<file path="src/rtl/timer16_cfg.svh">
// register map, field positions, reset values and limits of the timer
// assumes an 8-bit cpu data bus with a 4-bit register address
`ifndef TIMER16_CFG_SVH
`define TIMER16_CFG_SVH

// ====================================================================
// register addresses
`define T16_ADDR_SYNC     4'h0
`define T16_ADDR_CTRL_A   4'h1
`define T16_ADDR_CTRL_B   4'h2
`define T16_ADDR_CNT_LO   4'h3
`define T16_ADDR_CNT_HI   4'h4
`define T16_ADDR_CMPA_LO  4'h5
`define T16_ADDR_CMPA_HI  4'h6
`define T16_ADDR_CMPB_LO  4'h7
`define T16_ADDR_CMPB_HI  4'h8
`define T16_ADDR_CAP_LO   4'h9
`define T16_ADDR_CAP_HI   4'ha
`define T16_ADDR_FLAG     4'hb
`define T16_ADDR_MASK     4'hc

// ====================================================================
// field positions
`define T16_SYNC_HOLD_BIT 7
`define T16_PRESCALER_ZERO_RESET_BIT      1
`define T16_PRESCALER_ONE_RESET_BIT      0
`define T16_CS_LSB        0
`define T16_TOPSEL_LSB    3
`define T16_CAP_SRC_BIT   0
`define T16_CAP_EDGE_BIT  6
`define T16_NOISE_EN_BIT  7
`define T16_OVF_BIT       0
`define T16_CMPA_BIT      1
`define T16_CMPB_BIT      2
`define T16_CAP_BIT       5

// ====================================================================
// reset values and counter limits
`define T16_RESET_BYTE    8'h00
`define T16_RESET_WORD    16'h0000
`define T16_BOTTOM        16'h0000
`define T16_MAX           16'hffff
`define T16_TOP_8BIT      16'h00ff
`define T16_TOP_9BIT      16'h01ff
`define T16_TOP_10BIT     16'h03ff

`endif

</file>
<file path="src/rtl/timer16_pkg.sv">
// types shared by the timer files
// assumes the constants of timer16_cfg.svh
package timer16_pkg;

	// ================================================================
	// clock source select
	typedef enum logic [2:0] {
		CS_STOP    = 3'b000,
		CS_DIV1    = 3'b001,
		CS_DIV8    = 3'b010,
		CS_DIV64   = 3'b011,
		CS_DIV256  = 3'b100,
		CS_DIV1024 = 3'b101,
		CS_EXT_FALL= 3'b110,
		CS_EXT_RISE= 3'b111
	} clock_select_type;

	// ================================================================
	// top limit select
	typedef enum logic [2:0] {
		TOP_MAX     = 3'b000,
		TOP_8BIT    = 3'b001,
		TOP_9BIT    = 3'b010,
		TOP_10BIT   = 3'b011,
		TOP_CMP_A   = 3'b100,
		TOP_CAPTURE = 3'b101
	} top_select_type;

endpackage : timer16_pkg

</file>
<file path="src/rtl/timer16_prescaler.sv">
// shared prescaler and clock select, one count pulse per timer clock
// assumes the external clock pin is already synchronous to i_clock
`timescale 1ns/1ns
`include "timer16_cfg.svh"

module timer16_prescaler
	import timer16_pkg::*;
#(
	parameter int DIV_WIDTH = 10
) (
	input  wire logic             i_clock,
	input  wire logic             i_rstn,
	input  wire logic             i_prescaler_reset,
	input  wire clock_select_type i_select,
	input  wire logic             i_ext_clock_pin,
	output logic                  o_tick
);

	logic [DIV_WIDTH-1:0] divider;
	logic                 ext_prev;
	logic                 next_tick;

	wire ext_rise = i_ext_clock_pin & ~ext_prev;
	wire ext_fall = ~i_ext_clock_pin & ext_prev;

	// ================================================================
	// divider, restarted by i_prescaler_reset (wired to the timer one reset bit) and by i_rstn
	always_ff @(posedge i_clock or negedge i_rstn) begin
		if (!i_rstn) begin
			divider  <= '0;
			ext_prev <= 1'b0;
			o_tick   <= 1'b0;
		end else begin
			divider  <= i_prescaler_reset ? '0 : divider + 1'b1;
			ext_prev <= i_ext_clock_pin;
			o_tick   <= next_tick;
		end
	end

	always_comb begin
		unique case (i_select)
			CS_STOP:     next_tick = 1'b0;
			CS_DIV1:     next_tick = 1'b1;
			CS_DIV8:     next_tick = &divider[2:0] & ~i_prescaler_reset;
			CS_DIV64:    next_tick = &divider[5:0] & ~i_prescaler_reset;
			CS_DIV256:   next_tick = &divider[7:0] & ~i_prescaler_reset;
			CS_DIV1024:  next_tick = &divider[9:0] & ~i_prescaler_reset;
			CS_EXT_FALL: next_tick = ext_fall;
			CS_EXT_RISE: next_tick = ext_rise;
		endcase
	end
endmodule : timer16_prescaler

</file>
<file path="src/rtl/timer16_prescaler_sync_access.sv">
// 16-bit timer front end: sync control, limits, compare, capture,
// shared high-byte holding register on an 8-bit cpu bus
// assumes single-cycle read and write strobes synchronous to i_clock
`timescale 1ns/1ns
`include "timer16_cfg.svh"

module timer16_prescaler_sync_access
	import timer16_pkg::*;
#(
	parameter int NOISE_SAMPLES = 4,
	parameter int DIV_WIDTH     = 10
) (
	input  wire logic       i_clock,
	input  wire logic       i_rstn,
	input  wire logic [3:0] i_addr,
	input  wire logic [7:0] i_wdata,
	input  wire logic       i_write,
	input  wire logic       i_read,
	input  wire logic       i_capture_input_pin,
	input  wire logic       i_comparator_out,
	input  wire logic       i_ext_clock_pin,
	output logic      [7:0] o_rdata,
	output logic            o_timer0_prescaler_reset,
	output logic            o_irq_overflow,
	output logic            o_irq_compare_a,
	output logic            o_irq_compare_b,
	output logic            o_irq_capture,
	output logic            o_at_bottom,
	output logic            o_at_max,
	output logic            o_at_top
);

	// ================================================================
	// state
	logic                     sync_hold_bit;
	logic                     prescaler_zero_reset;
	logic                     prescaler_one_reset;
	logic               [7:0] control_a;
	logic               [7:0] control_b;
	logic              [15:0] count_value;
	logic              [15:0] compare_reg_a;
	logic              [15:0] compare_reg_b;
	logic              [15:0] compare_act_a;
	logic              [15:0] compare_act_b;
	logic              [15:0] capture_reg;
	logic               [7:0] high_temp;
	logic                     overflow_flag;
	logic                     compare_a_flag;
	logic                     compare_b_flag;
	logic                     capture_flag;
	logic               [7:0] interrupt_mask_reg;
	logic [NOISE_SAMPLES-1:0] capture_hist;
	logic                     capture_level;
	logic                     capture_prev;
	logic                     tick;

	logic                     next_sync;
	logic                     next_prescaler_zero_reset;
	logic                     next_prescaler_one_reset;
	logic              [15:0] next_count;
	logic               [7:0] next_temp;
	logic              [15:0] top_value;
	logic               [7:0] read_mux;

	// ================================================================
	// address decode
	wire wr_sync   = i_write && i_addr == `T16_ADDR_SYNC;
	wire wr_ctrl_a = i_write && i_addr == `T16_ADDR_CTRL_A;
	wire wr_ctrl_b = i_write && i_addr == `T16_ADDR_CTRL_B;
	wire wr_cnt_lo = i_write && i_addr == `T16_ADDR_CNT_LO;
	wire wr_cma_lo = i_write && i_addr == `T16_ADDR_CMPA_LO;
	wire wr_cmb_lo = i_write && i_addr == `T16_ADDR_CMPB_LO;
	wire wr_cap_lo = i_write && i_addr == `T16_ADDR_CAP_LO;
	wire wr_flag   = i_write && i_addr == `T16_ADDR_FLAG;
	wire wr_mask   = i_write && i_addr == `T16_ADDR_MASK;
	wire wr_high   = i_write && (i_addr == `T16_ADDR_CNT_HI
		|| i_addr == `T16_ADDR_CMPA_HI || i_addr == `T16_ADDR_CMPB_HI
		|| i_addr == `T16_ADDR_CAP_HI);
	wire rd_cnt_lo = i_read && i_addr == `T16_ADDR_CNT_LO;
	wire rd_cap_lo = i_read && i_addr == `T16_ADDR_CAP_LO;

	wire clock_select_type clock_sel =
		clock_select_type'(control_a[`T16_CS_LSB +: 3]);
	wire top_select_type   top_sel   =
		top_select_type'(control_a[`T16_TOPSEL_LSB +: 3]);
	wire capture_from_comp = control_b[`T16_CAP_SRC_BIT];
	wire capture_rising    = control_b[`T16_CAP_EDGE_BIT];
	wire noise_enable      = control_b[`T16_NOISE_EN_BIT];

	// ================================================================
	// sync control
	always_comb begin
		next_sync = sync_hold_bit;
		next_prescaler_zero_reset = prescaler_zero_reset;
		next_prescaler_one_reset = prescaler_one_reset;
		if (wr_sync) begin
			next_sync = i_wdata[`T16_SYNC_HOLD_BIT];
			if (sync_hold_bit && !i_wdata[`T16_SYNC_HOLD_BIT]) begin
				next_prescaler_zero_reset = 1'b0;
				next_prescaler_one_reset = 1'b0;
			end else begin
				next_prescaler_zero_reset = i_wdata[`T16_PRESCALER_ZERO_RESET_BIT];
				next_prescaler_one_reset = i_wdata[`T16_PRESCALER_ONE_RESET_BIT];
			end
		end else if (!sync_hold_bit) begin
			next_prescaler_zero_reset = 1'b0;
			next_prescaler_one_reset = 1'b0;
		end
	end

	timer16_prescaler #(
		.DIV_WIDTH (DIV_WIDTH)
	) prescaler (
		.i_clock           (i_clock),
		.i_rstn            (i_rstn),
		.i_prescaler_reset (prescaler_one_reset),
		.i_select          (clock_sel),
		.i_ext_clock_pin   (i_ext_clock_pin),
		.o_tick            (tick)
	);

	// ================================================================
	// counter and limits
	always_comb begin
		unique case (top_sel)
			TOP_MAX:     top_value = `T16_MAX;
			TOP_8BIT:    top_value = `T16_TOP_8BIT;
			TOP_9BIT:    top_value = `T16_TOP_9BIT;
			TOP_10BIT:   top_value = `T16_TOP_10BIT;
			TOP_CMP_A:   top_value = compare_act_a;
			TOP_CAPTURE: top_value = capture_reg;
			default:     top_value = `T16_MAX;
		endcase
	end

	wire at_top       = count_value == top_value;
	wire wrap         = tick && at_top;
	wire buffered     = top_sel != TOP_MAX;
	wire load_compare = !buffered || wrap;
	wire match_a      = tick && !wr_cnt_lo && count_value == compare_act_a;
	wire match_b      = tick && !wr_cnt_lo && count_value == compare_act_b;
	wire ovf_set      = wrap && !wr_cnt_lo;

	always_comb begin
		if (wr_cnt_lo)
			next_count = {high_temp, i_wdata};
		else if (wrap)
			next_count = `T16_BOTTOM;
		else if (tick)
			next_count = count_value + 16'h0001;
		else
			next_count = count_value;
	end

	// ================================================================
	// capture source select and edge detect
	wire capture_src  = capture_from_comp ? i_comparator_out
		: i_capture_input_pin;
	wire capture_edge = capture_rising ? capture_level & ~capture_prev
		: ~capture_level & capture_prev;
	wire capture_take = capture_edge && !wr_cap_lo;

	// ================================================================
	// cpu holding register and read path
	always_comb begin
		if (wr_high)
			next_temp = i_wdata;
		else if (rd_cnt_lo)
			next_temp = count_value[15:8];
		else if (rd_cap_lo)
			next_temp = capture_reg[15:8];
		else
			next_temp = high_temp;
	end

	always_comb begin
		unique case (i_addr)
			`T16_ADDR_SYNC:    read_mux = {sync_hold_bit, 5'h00,
				prescaler_zero_reset, prescaler_one_reset};
			`T16_ADDR_CTRL_A:  read_mux = control_a;
			`T16_ADDR_CTRL_B:  read_mux = control_b;
			`T16_ADDR_CNT_LO:  read_mux = count_value[7:0];
			`T16_ADDR_CNT_HI:  read_mux = high_temp;
			`T16_ADDR_CMPA_LO: read_mux = compare_reg_a[7:0];
			`T16_ADDR_CMPA_HI: read_mux = compare_reg_a[15:8];
			`T16_ADDR_CMPB_LO: read_mux = compare_reg_b[7:0];
			`T16_ADDR_CMPB_HI: read_mux = compare_reg_b[15:8];
			`T16_ADDR_CAP_LO:  read_mux = capture_reg[7:0];
			`T16_ADDR_CAP_HI:  read_mux = high_temp;
			`T16_ADDR_FLAG:    read_mux = {2'h0, capture_flag, 2'h0,
				compare_b_flag, compare_a_flag, overflow_flag};
			`T16_ADDR_MASK:    read_mux = interrupt_mask_reg;
			default:           read_mux = 8'h00;
		endcase
	end

	wire clr_ovf  = wr_flag && i_wdata[`T16_OVF_BIT];
	wire clr_cmpa = wr_flag && i_wdata[`T16_CMPA_BIT];
	wire clr_cmpb = wr_flag && i_wdata[`T16_CMPB_BIT];
	wire clr_cap  = wr_flag && i_wdata[`T16_CAP_BIT];

	// ================================================================
	// control and cpu registers
	always_ff @(posedge i_clock or negedge i_rstn) begin
		if (!i_rstn) begin
			sync_hold_bit        <= 1'b0;
			prescaler_zero_reset <= 1'b0;
			prescaler_one_reset  <= 1'b0;
			control_a            <= `T16_RESET_BYTE;
			control_b            <= `T16_RESET_BYTE;
			interrupt_mask_reg   <= `T16_RESET_BYTE;
			high_temp            <= `T16_RESET_BYTE;
			o_rdata              <= `T16_RESET_BYTE;
			o_timer0_prescaler_reset <= 1'b0;
		end else begin
			sync_hold_bit        <= next_sync;
			prescaler_zero_reset <= next_prescaler_zero_reset;
			prescaler_one_reset  <= next_prescaler_one_reset;
			if (wr_ctrl_a)
				control_a <= i_wdata;
			if (wr_ctrl_b)
				control_b <= i_wdata;
			if (wr_mask)
				interrupt_mask_reg <= i_wdata;
			high_temp            <= next_temp;
			if (i_read)
				o_rdata <= read_mux;
			o_timer0_prescaler_reset <= next_prescaler_zero_reset;
		end
	end

	// ================================================================
	// counter, compare, capture registers
	always_ff @(posedge i_clock or negedge i_rstn) begin
		if (!i_rstn) begin
			count_value   <= `T16_RESET_WORD;
			compare_reg_a <= `T16_RESET_WORD;
			compare_reg_b <= `T16_RESET_WORD;
			compare_act_a <= `T16_RESET_WORD;
			compare_act_b <= `T16_RESET_WORD;
			capture_reg   <= `T16_RESET_WORD;
			o_at_bottom   <= 1'b1;
			o_at_max      <= 1'b0;
			o_at_top      <= 1'b0;
		end else begin
			count_value <= next_count;
			if (wr_cma_lo)
				compare_reg_a <= {high_temp, i_wdata};
			if (wr_cmb_lo)
				compare_reg_b <= {high_temp, i_wdata};
			if (load_compare) begin
				compare_act_a <= compare_reg_a;
				compare_act_b <= compare_reg_b;
			end
			if (wr_cap_lo)
				capture_reg <= {high_temp, i_wdata};
			else if (capture_edge)
				capture_reg <= count_value;
			o_at_bottom <= next_count == `T16_BOTTOM;
			o_at_max    <= next_count == `T16_MAX;
			o_at_top    <= next_count == top_value;
		end
	end

	// ================================================================
	// flags, capture filter, interrupt requests
	always_ff @(posedge i_clock or negedge i_rstn) begin
		if (!i_rstn) begin
			overflow_flag   <= 1'b0;
			compare_a_flag  <= 1'b0;
			compare_b_flag  <= 1'b0;
			capture_flag    <= 1'b0;
			capture_hist    <= '0;
			capture_level   <= 1'b0;
			capture_prev    <= 1'b0;
			o_irq_overflow  <= 1'b0;
			o_irq_compare_a <= 1'b0;
			o_irq_compare_b <= 1'b0;
			o_irq_capture   <= 1'b0;
		end else begin
			// set wins over a same-cycle clear
			overflow_flag  <= ovf_set | (overflow_flag & ~clr_ovf);
			compare_a_flag <= match_a | (compare_a_flag & ~clr_cmpa);
			compare_b_flag <= match_b | (compare_b_flag & ~clr_cmpb);
			capture_flag   <= capture_take | (capture_flag & ~clr_cap);
			capture_hist   <= {capture_hist[NOISE_SAMPLES-2:0], capture_src};
			if (!noise_enable)
				capture_level <= capture_src;
			else if (&capture_hist)
				capture_level <= 1'b1;
			else if (~|capture_hist)
				capture_level <= 1'b0;
			capture_prev    <= capture_level;
			o_irq_overflow  <= overflow_flag
				& interrupt_mask_reg[`T16_OVF_BIT];
			o_irq_compare_a <= compare_a_flag
				& interrupt_mask_reg[`T16_CMPA_BIT];
			o_irq_compare_b <= compare_b_flag
				& interrupt_mask_reg[`T16_CMPB_BIT];
			o_irq_capture   <= capture_flag
				& interrupt_mask_reg[`T16_CAP_BIT];
		end
	end
endmodule : timer16_prescaler_sync_access

</file>
<file path="config.mk">
export PLATFORM = sky130hd
export DESIGN_NAME = timer16_prescaler_sync_access
export DESIGN_NICKNAME = d
export VERILOG_FILES = /design/src/rtl/timer16_pkg.sv /design/src/rtl/timer16_prescaler.sv /design/src/rtl/timer16_prescaler_sync_access.sv
export VERILOG_INCLUDE_DIRS = /design/src /design/src/rtl
export SDC_FILE = /design/constraint.sdc
export NUM_CORES = 1
export LEC_CHECK = 0
export BUFFER_PORTS_ARGS = -buffer_cell sky130_fd_sc_hd__buf_4
export CAP_MARGIN = 10
export CORE_MARGIN = 2
export CORE_UTILIZATION = 57
export CTS_CLUSTER_SIZE = 12
export DETAILED_ROUTE_END_ITERATION = 10
export GPL_TIMING_DRIVEN = 0
export HOLD_SLACK_MARGIN = 0.15
export MAX_ROUTING_LAYER = met4
export PLACE_DENSITY = 0.8
export SYNTH_ARGS = -nofsm -noshare
export SYNTH_HDL_FRONTEND = slang
export SYNTH_SLANG_ARGS = --single-unit
</file>
<file path="constraint.sdc">
create_clock -name i_clock -period 3.2 [get_ports i_clock]
set_input_delay 0.64 -clock i_clock [delete_from_list [all_inputs] [get_ports i_clock]]
set_output_delay 0.64 -clock i_clock [all_outputs]
set_load 0.01 [all_outputs]
</file>
* Word level (Yosys, flattened, before mapping)
Cells that the tools add are included.
Word-level totals: register bits 168, bits in latches 0, RAM bits 0, ROM bits 0, output and inout port bits 16, memories 0
Cells by class: add/subtract/negate cells 2, multiply operators 0, divide/modulo/power cells 0, magnitude comparators 0, equality and inequality tests 31, shifts and indexed selects 0, muxes and demuxes 22, bitwise logic cells 29, reductions and logical operators 44
Operators with widths (count):
- 8-bit one-hot mux with 12 select lines | 1
- 16-bit 2-to-1 mux | 5
- 16-bit one-hot mux with 5 select lines | 1
- 16-bit == test | 4
- 8-bit 2-to-1 mux | 3
- 1-bit logical AND | 23
- 4-bit == test (second input constant) | 5
- 3-bit == test (second input constant) | 6
- 16-bit by 1-bit adder with 16-bit output (second input constant) | 1
- 1-bit AND | 16
- 16-bit == test (second input constant) | 1
- 4-bit by 3-bit == test with 1-bit output (second input constant) | 4
- 16-bit zero test | 1
- 3-bit by 2-bit == test with 1-bit output (second input constant) | 4
- 10-bit by 1-bit adder with 10-bit output (second input constant) | 1
- 1-bit 2-to-1 mux | 10
- 10-bit 2-to-1 mux | 1
- 10-bit AND reduction | 1
- 1-bit inverter | 9
- 4-bit by 2-bit == test with 1-bit output (second input constant) | 2
- 1-bit one-hot mux with 8 select lines | 1
- 8-bit AND reduction | 1
- 3-bit by 1-bit == test with 1-bit output (second input constant) | 2
- 6-bit AND reduction | 1
- 14 further kinds | 24

* Depth between registers and ports, before layout
depth after elaboration 7, depth in mapped cells 13, depth with buffers taken out 10

* Modules after synthesis
A second synthesis with hierarchy kept.
Unflattened totals: cells, all modules 992, area total of the unflattened synthesis 9764.4 µm²
By module, submodules not included:
- timer16_prescaler_sync_access | times used 1, cells an instance 929, area an instance 9142.5 µm², sequential area each 3905.0 µm²
- timer16_prescaler | times used 1, cells an instance 63, area an instance 621.8 µm², sequential area each 300.3 µm²

* Worst setup path before layout
OpenSTA, ideal clock, no wires.
path type register -> register, start register control_a[5], end register compare_act_a[0], library setup time 125 ps, arrival time 3105 ps, setup slack -30 ps, stages on the path, launching flop included 13, path buffers 2, clock period less this slack 3230 ps, cell sequence dfrtp_1 buf_2 inv_1 ha_1 nor2_1 o211ai_2 or4b_4 o2bb2ai_2 nor3_4 nand2_2 o31ai_4 buf_6 mux2_2
On the way: word-level cells in the longest chain between the ends 5, elaborated cells on any way between the ends 11
RTL lines:
- from (decl) | line timer16_prescaler_sync_access.sv:38 | logic [7:0] control_a;
- from (signal assigned) | line timer16_prescaler_sync_access.sv:209 | control_a <= `T16_RESET_BYTE;
- from (signal assigned) | line timer16_prescaler_sync_access.sv:220 | control_a <= i_wdata;
- 3-bit == test (tied with other cells) | line timer16_prescaler_sync_access.sv:125 | unique case (top_sel)
- 16-bit one-hot mux with 5 select lines | line timer16_prescaler_sync_access.sv:125
- 16-bit == test | line timer16_prescaler_sync_access.sv:136 | wire at_top = count_value == top_value;
- 1-bit logical AND | line timer16_prescaler_sync_access.sv:137 | wire wrap = tick && at_top;
- 1-bit logical OR * | line timer16_prescaler_sync_access.sv:139 | wire load_compare = !buffered || wrap;
- to (signal assigned) | line timer16_prescaler_sync_access.sv:239 | compare_act_a <= `T16_RESET_WORD;
- to (signal assigned) | line timer16_prescaler_sync_access.sv:252 | compare_act_a <= compare_reg_a;
- to (decl) | line timer16_prescaler_sync_access.sv:43 | logic [15:0] compare_act_a;
Every way passes the cells marked *; elsewhere a longest branch is shown, timed or not. A chain may end at the register's enable or synchronous reset.

* Worst setup path after layout
start register control_a[5], end register compare_act_a[4]
Same word-level chain as after synthesis.

==> results_dict.tcl <==
set metrics [dict create \
    first_pass_iters 6 \
    synth_cells 1035 \
    die_area_um2 19000 \
    antenna_found_initial 1 \
    critPathRequiredTime_ps 3520 \
    synth_edf_count 0 \
    status "completed" \
    post-route-drc-count 0 \
    grt_pass1_wl_um 56000 \
    ios 35 \
    syn_area_per_cell_um2 9.85 \
    drive_above_1_share 0.243 \
    p_sw_frac 0.439 \
    cts.sinks 168 \
    root_buffer "clkbuf_16" \
    drt_iter0_drc 1437 \
    setup_ws_ps 24.8 \
    grt_pass1_vias 9221 \
    total_power_w 0.0104 \
    max_freq_ghz 0.315 \
    place_ws_ps -822 \
    cap_violations 0 \
    critical_path_class "flip-flop to flip-flop" \
    avgRoutedWirePerCell_um 27.8 \
    grt_max_degree 91 \
    syn_nets 1060 \
    viasPerCell 7.02 \
    yosysUniqueCellTypes 90 \
    seq_area_frac_synth 0.413 \
    design_area_um2 11900 \
    dp_hpwl_um 25800 \
    place.gp.congestion 1.04 \
    synth_ff_type "dfrtp_1" \
    numCtsBuffers 17 \
    grt_usage 0.419 \
    r2r_slack_ps 20 \
    leakage_nw 4.91 \
    hp-class "input pin to async pin" \
    clk_path_buf_depth 2 \
    slew_viol_final 0 \
    p_comb_frac 0.448 \
    end_kind "flip-flop" \
    synth_area_um2 10200 \
    grt.overflow.total 0 \
    skew_ps 14.4 \
    placed_cell_area_um2 10700 \
    post-route-period-util 0.992 \
    ant_nets 0 \
    seqPwrFrac 0.340 \
    core-area_um2 17400 \
    clkPwrFrac 0.212 \
    synthSimpleGateAreaFrac 0.158 \
    synthAdderAreaFrac 0.00737 \
    insertion_delay_ps 450 \
    hold_viol_final 0 \
    synth-xor-area-share 0.0507 \
    synth_compound_area_frac 0.177 \
    syn_to_final_growth_pct 16.8 \
    synth_seq_cells 168 \
    startpoint_type "flip-flop" \
    die_w_um 138 \
    die_height_um 138 \
    worst-path-max-fanout 8 \
    worstPathArrival_ps 3500 \
    yosys_warnings 0 \
    synth.mux.area_fraction 0.145 \
    ctsHoldBuffers 0 \
    layout.nets 1134 \
    power.switching_w 0.00457 \
    rows 48 \
    power.density_nw_per_um2 873 \
    final_common_cell "dfrtp_1" \
    synth_top_family_by_area "compound AO/OA/AOI/OAI gates" \
    p_int_w 0.00583 \
    cts.clk_slew.worst_paths_ps 80 \
    setup_viol_count_final 0 \
    via_count 9468 \
    utilization 0.684 \
    synthArstFlopShare 1.00 \
    peakVddDrop_v 0.000659 \
    io_buffers 30 \
    tightest_slew_ps 1190 \
    drt-total-wl_um 37400 \
    initial_core_util 0.585 \
    dpl.cell_count 1291 \
    cts_tree "done" \
    ctsHtreeMaxLevel 4 \
    layout_common_cells "dfrtp_1, mux2_2, nand2_1" \
    period_needed_ps 3180 \
    instances_no_fill 1348 \
    slew_headroom 0.208 \
]
[power by group through the flow]
stage	clock, W	sequential [W]	combinational, W
3_3_place_gp	0	0.00342	0.00398
2_1_floorplan	0	0.00319	0.00296
5_1_grt	0.00230	0.00358	0.00488
4_1_cts	0.00220	0.00345	0.00427
3_5_place_dp	0	0.00346	0.00404
6_report	0.00221	0.00354	0.00465
[kinds of logic after synthesis]
logic type	Yosys count
compound gates	262
flops	168
buf+inv	103
xor+xnor	59
fa+ha+maj	6
simple gates	303
mux	134
[cell usage after synthesis (18+ instances only)]
cell	number	area (µm²)
o21ai_0	61	305
nor3_1	22	110
dfrtp_1	167	4180
a21oi_1	50	250
nand2_1	69	259
nor2_1	64	240
nand3_1	26	130
xnor2_1	48	420
o22ai_1	18	113
clkbuf_1	48	180
nand4_1	22	138
mux2_2	90	1010
inv_1	23	86.3
mux2i_1	39	390
a22oi_1	21	158
[cell type report]
| cell class | instances | area (µm²) |
|---|---|---|
| plain buffers | 77 | 433 |
| repair buffers | 58 | 474 |
| flip-flops and latches | 168 | 4210 |
| clock buffers | 17 | 425 |
| multi-input cells | 764 | 5790 |
| well taps | 225 | 282 |
| fillers | 1334 | 5510 |
| inverters | 23 | 86.3 |
| clock inverters | 15 | 211 |
| diodes | 1 | 2.50 |
[worst max-delay path, cell delays in order, from the launching register on]
cell       delay (ps)
dfrtp_1           400
buf_6             130
inv_2              70
ha_4              220
or2_0             250
buf_6             170
a2111oi_4         210
o211ai_1          170
a211oi_2          310
and4_4            310
nand2_8            70
o31ai_4           160
buf_6             230
mux2_2            350
[through the flow]
stage	TNS, ps	hold WS [ps]
after floorplan	0	344
after global placement	-39290	354
after detailed placement	-39680	362
final	0	160
after CTS	0	211
after global routing	-781	228
[final timing paths]
check / cells after the start / startpoint / end
worst max-delay path: 13 / control_a[5] / compare_act_a[4]
worst min-delay path: 1 / i_rstn / capture_hist[3]
worst max register to register: 13 / control_a[5] / compare_act_a[4]
worst min register to register: 0 / capture_hist[1] / capture_hist[2]
max in group asynchronous: 2 / i_rstn / count_value[9]
min in group i_clock: 1 / i_ext_clock_pin / prescaler.ext_prev
[layer usage]
| layer | routed length [µm] | share of wire | up-vias | global-route usage |
|---|---|---|---|---|
| li1 | - | - | 3978 | - |
| met1 | 14000 | 0.37 | 4541 | 0.524 |
| met2 | 16300 | 0.43 | 725 | 0.619 |
| met3 | 4380 | 0.12 | 224 | 0.102 |
| met4 | 2810 | 0.075 | 0 | 0.251 |
| met5 | 0 | 0 | - | - |
[repair_timing]
action	4_1_cts	5_1_grt
cloned	3	0
buffers inserted	10	14
resized for setup	41	33
setup endpoints to repair	52	55
pin swaps	10	18
(Power assumes the default switching activity.)
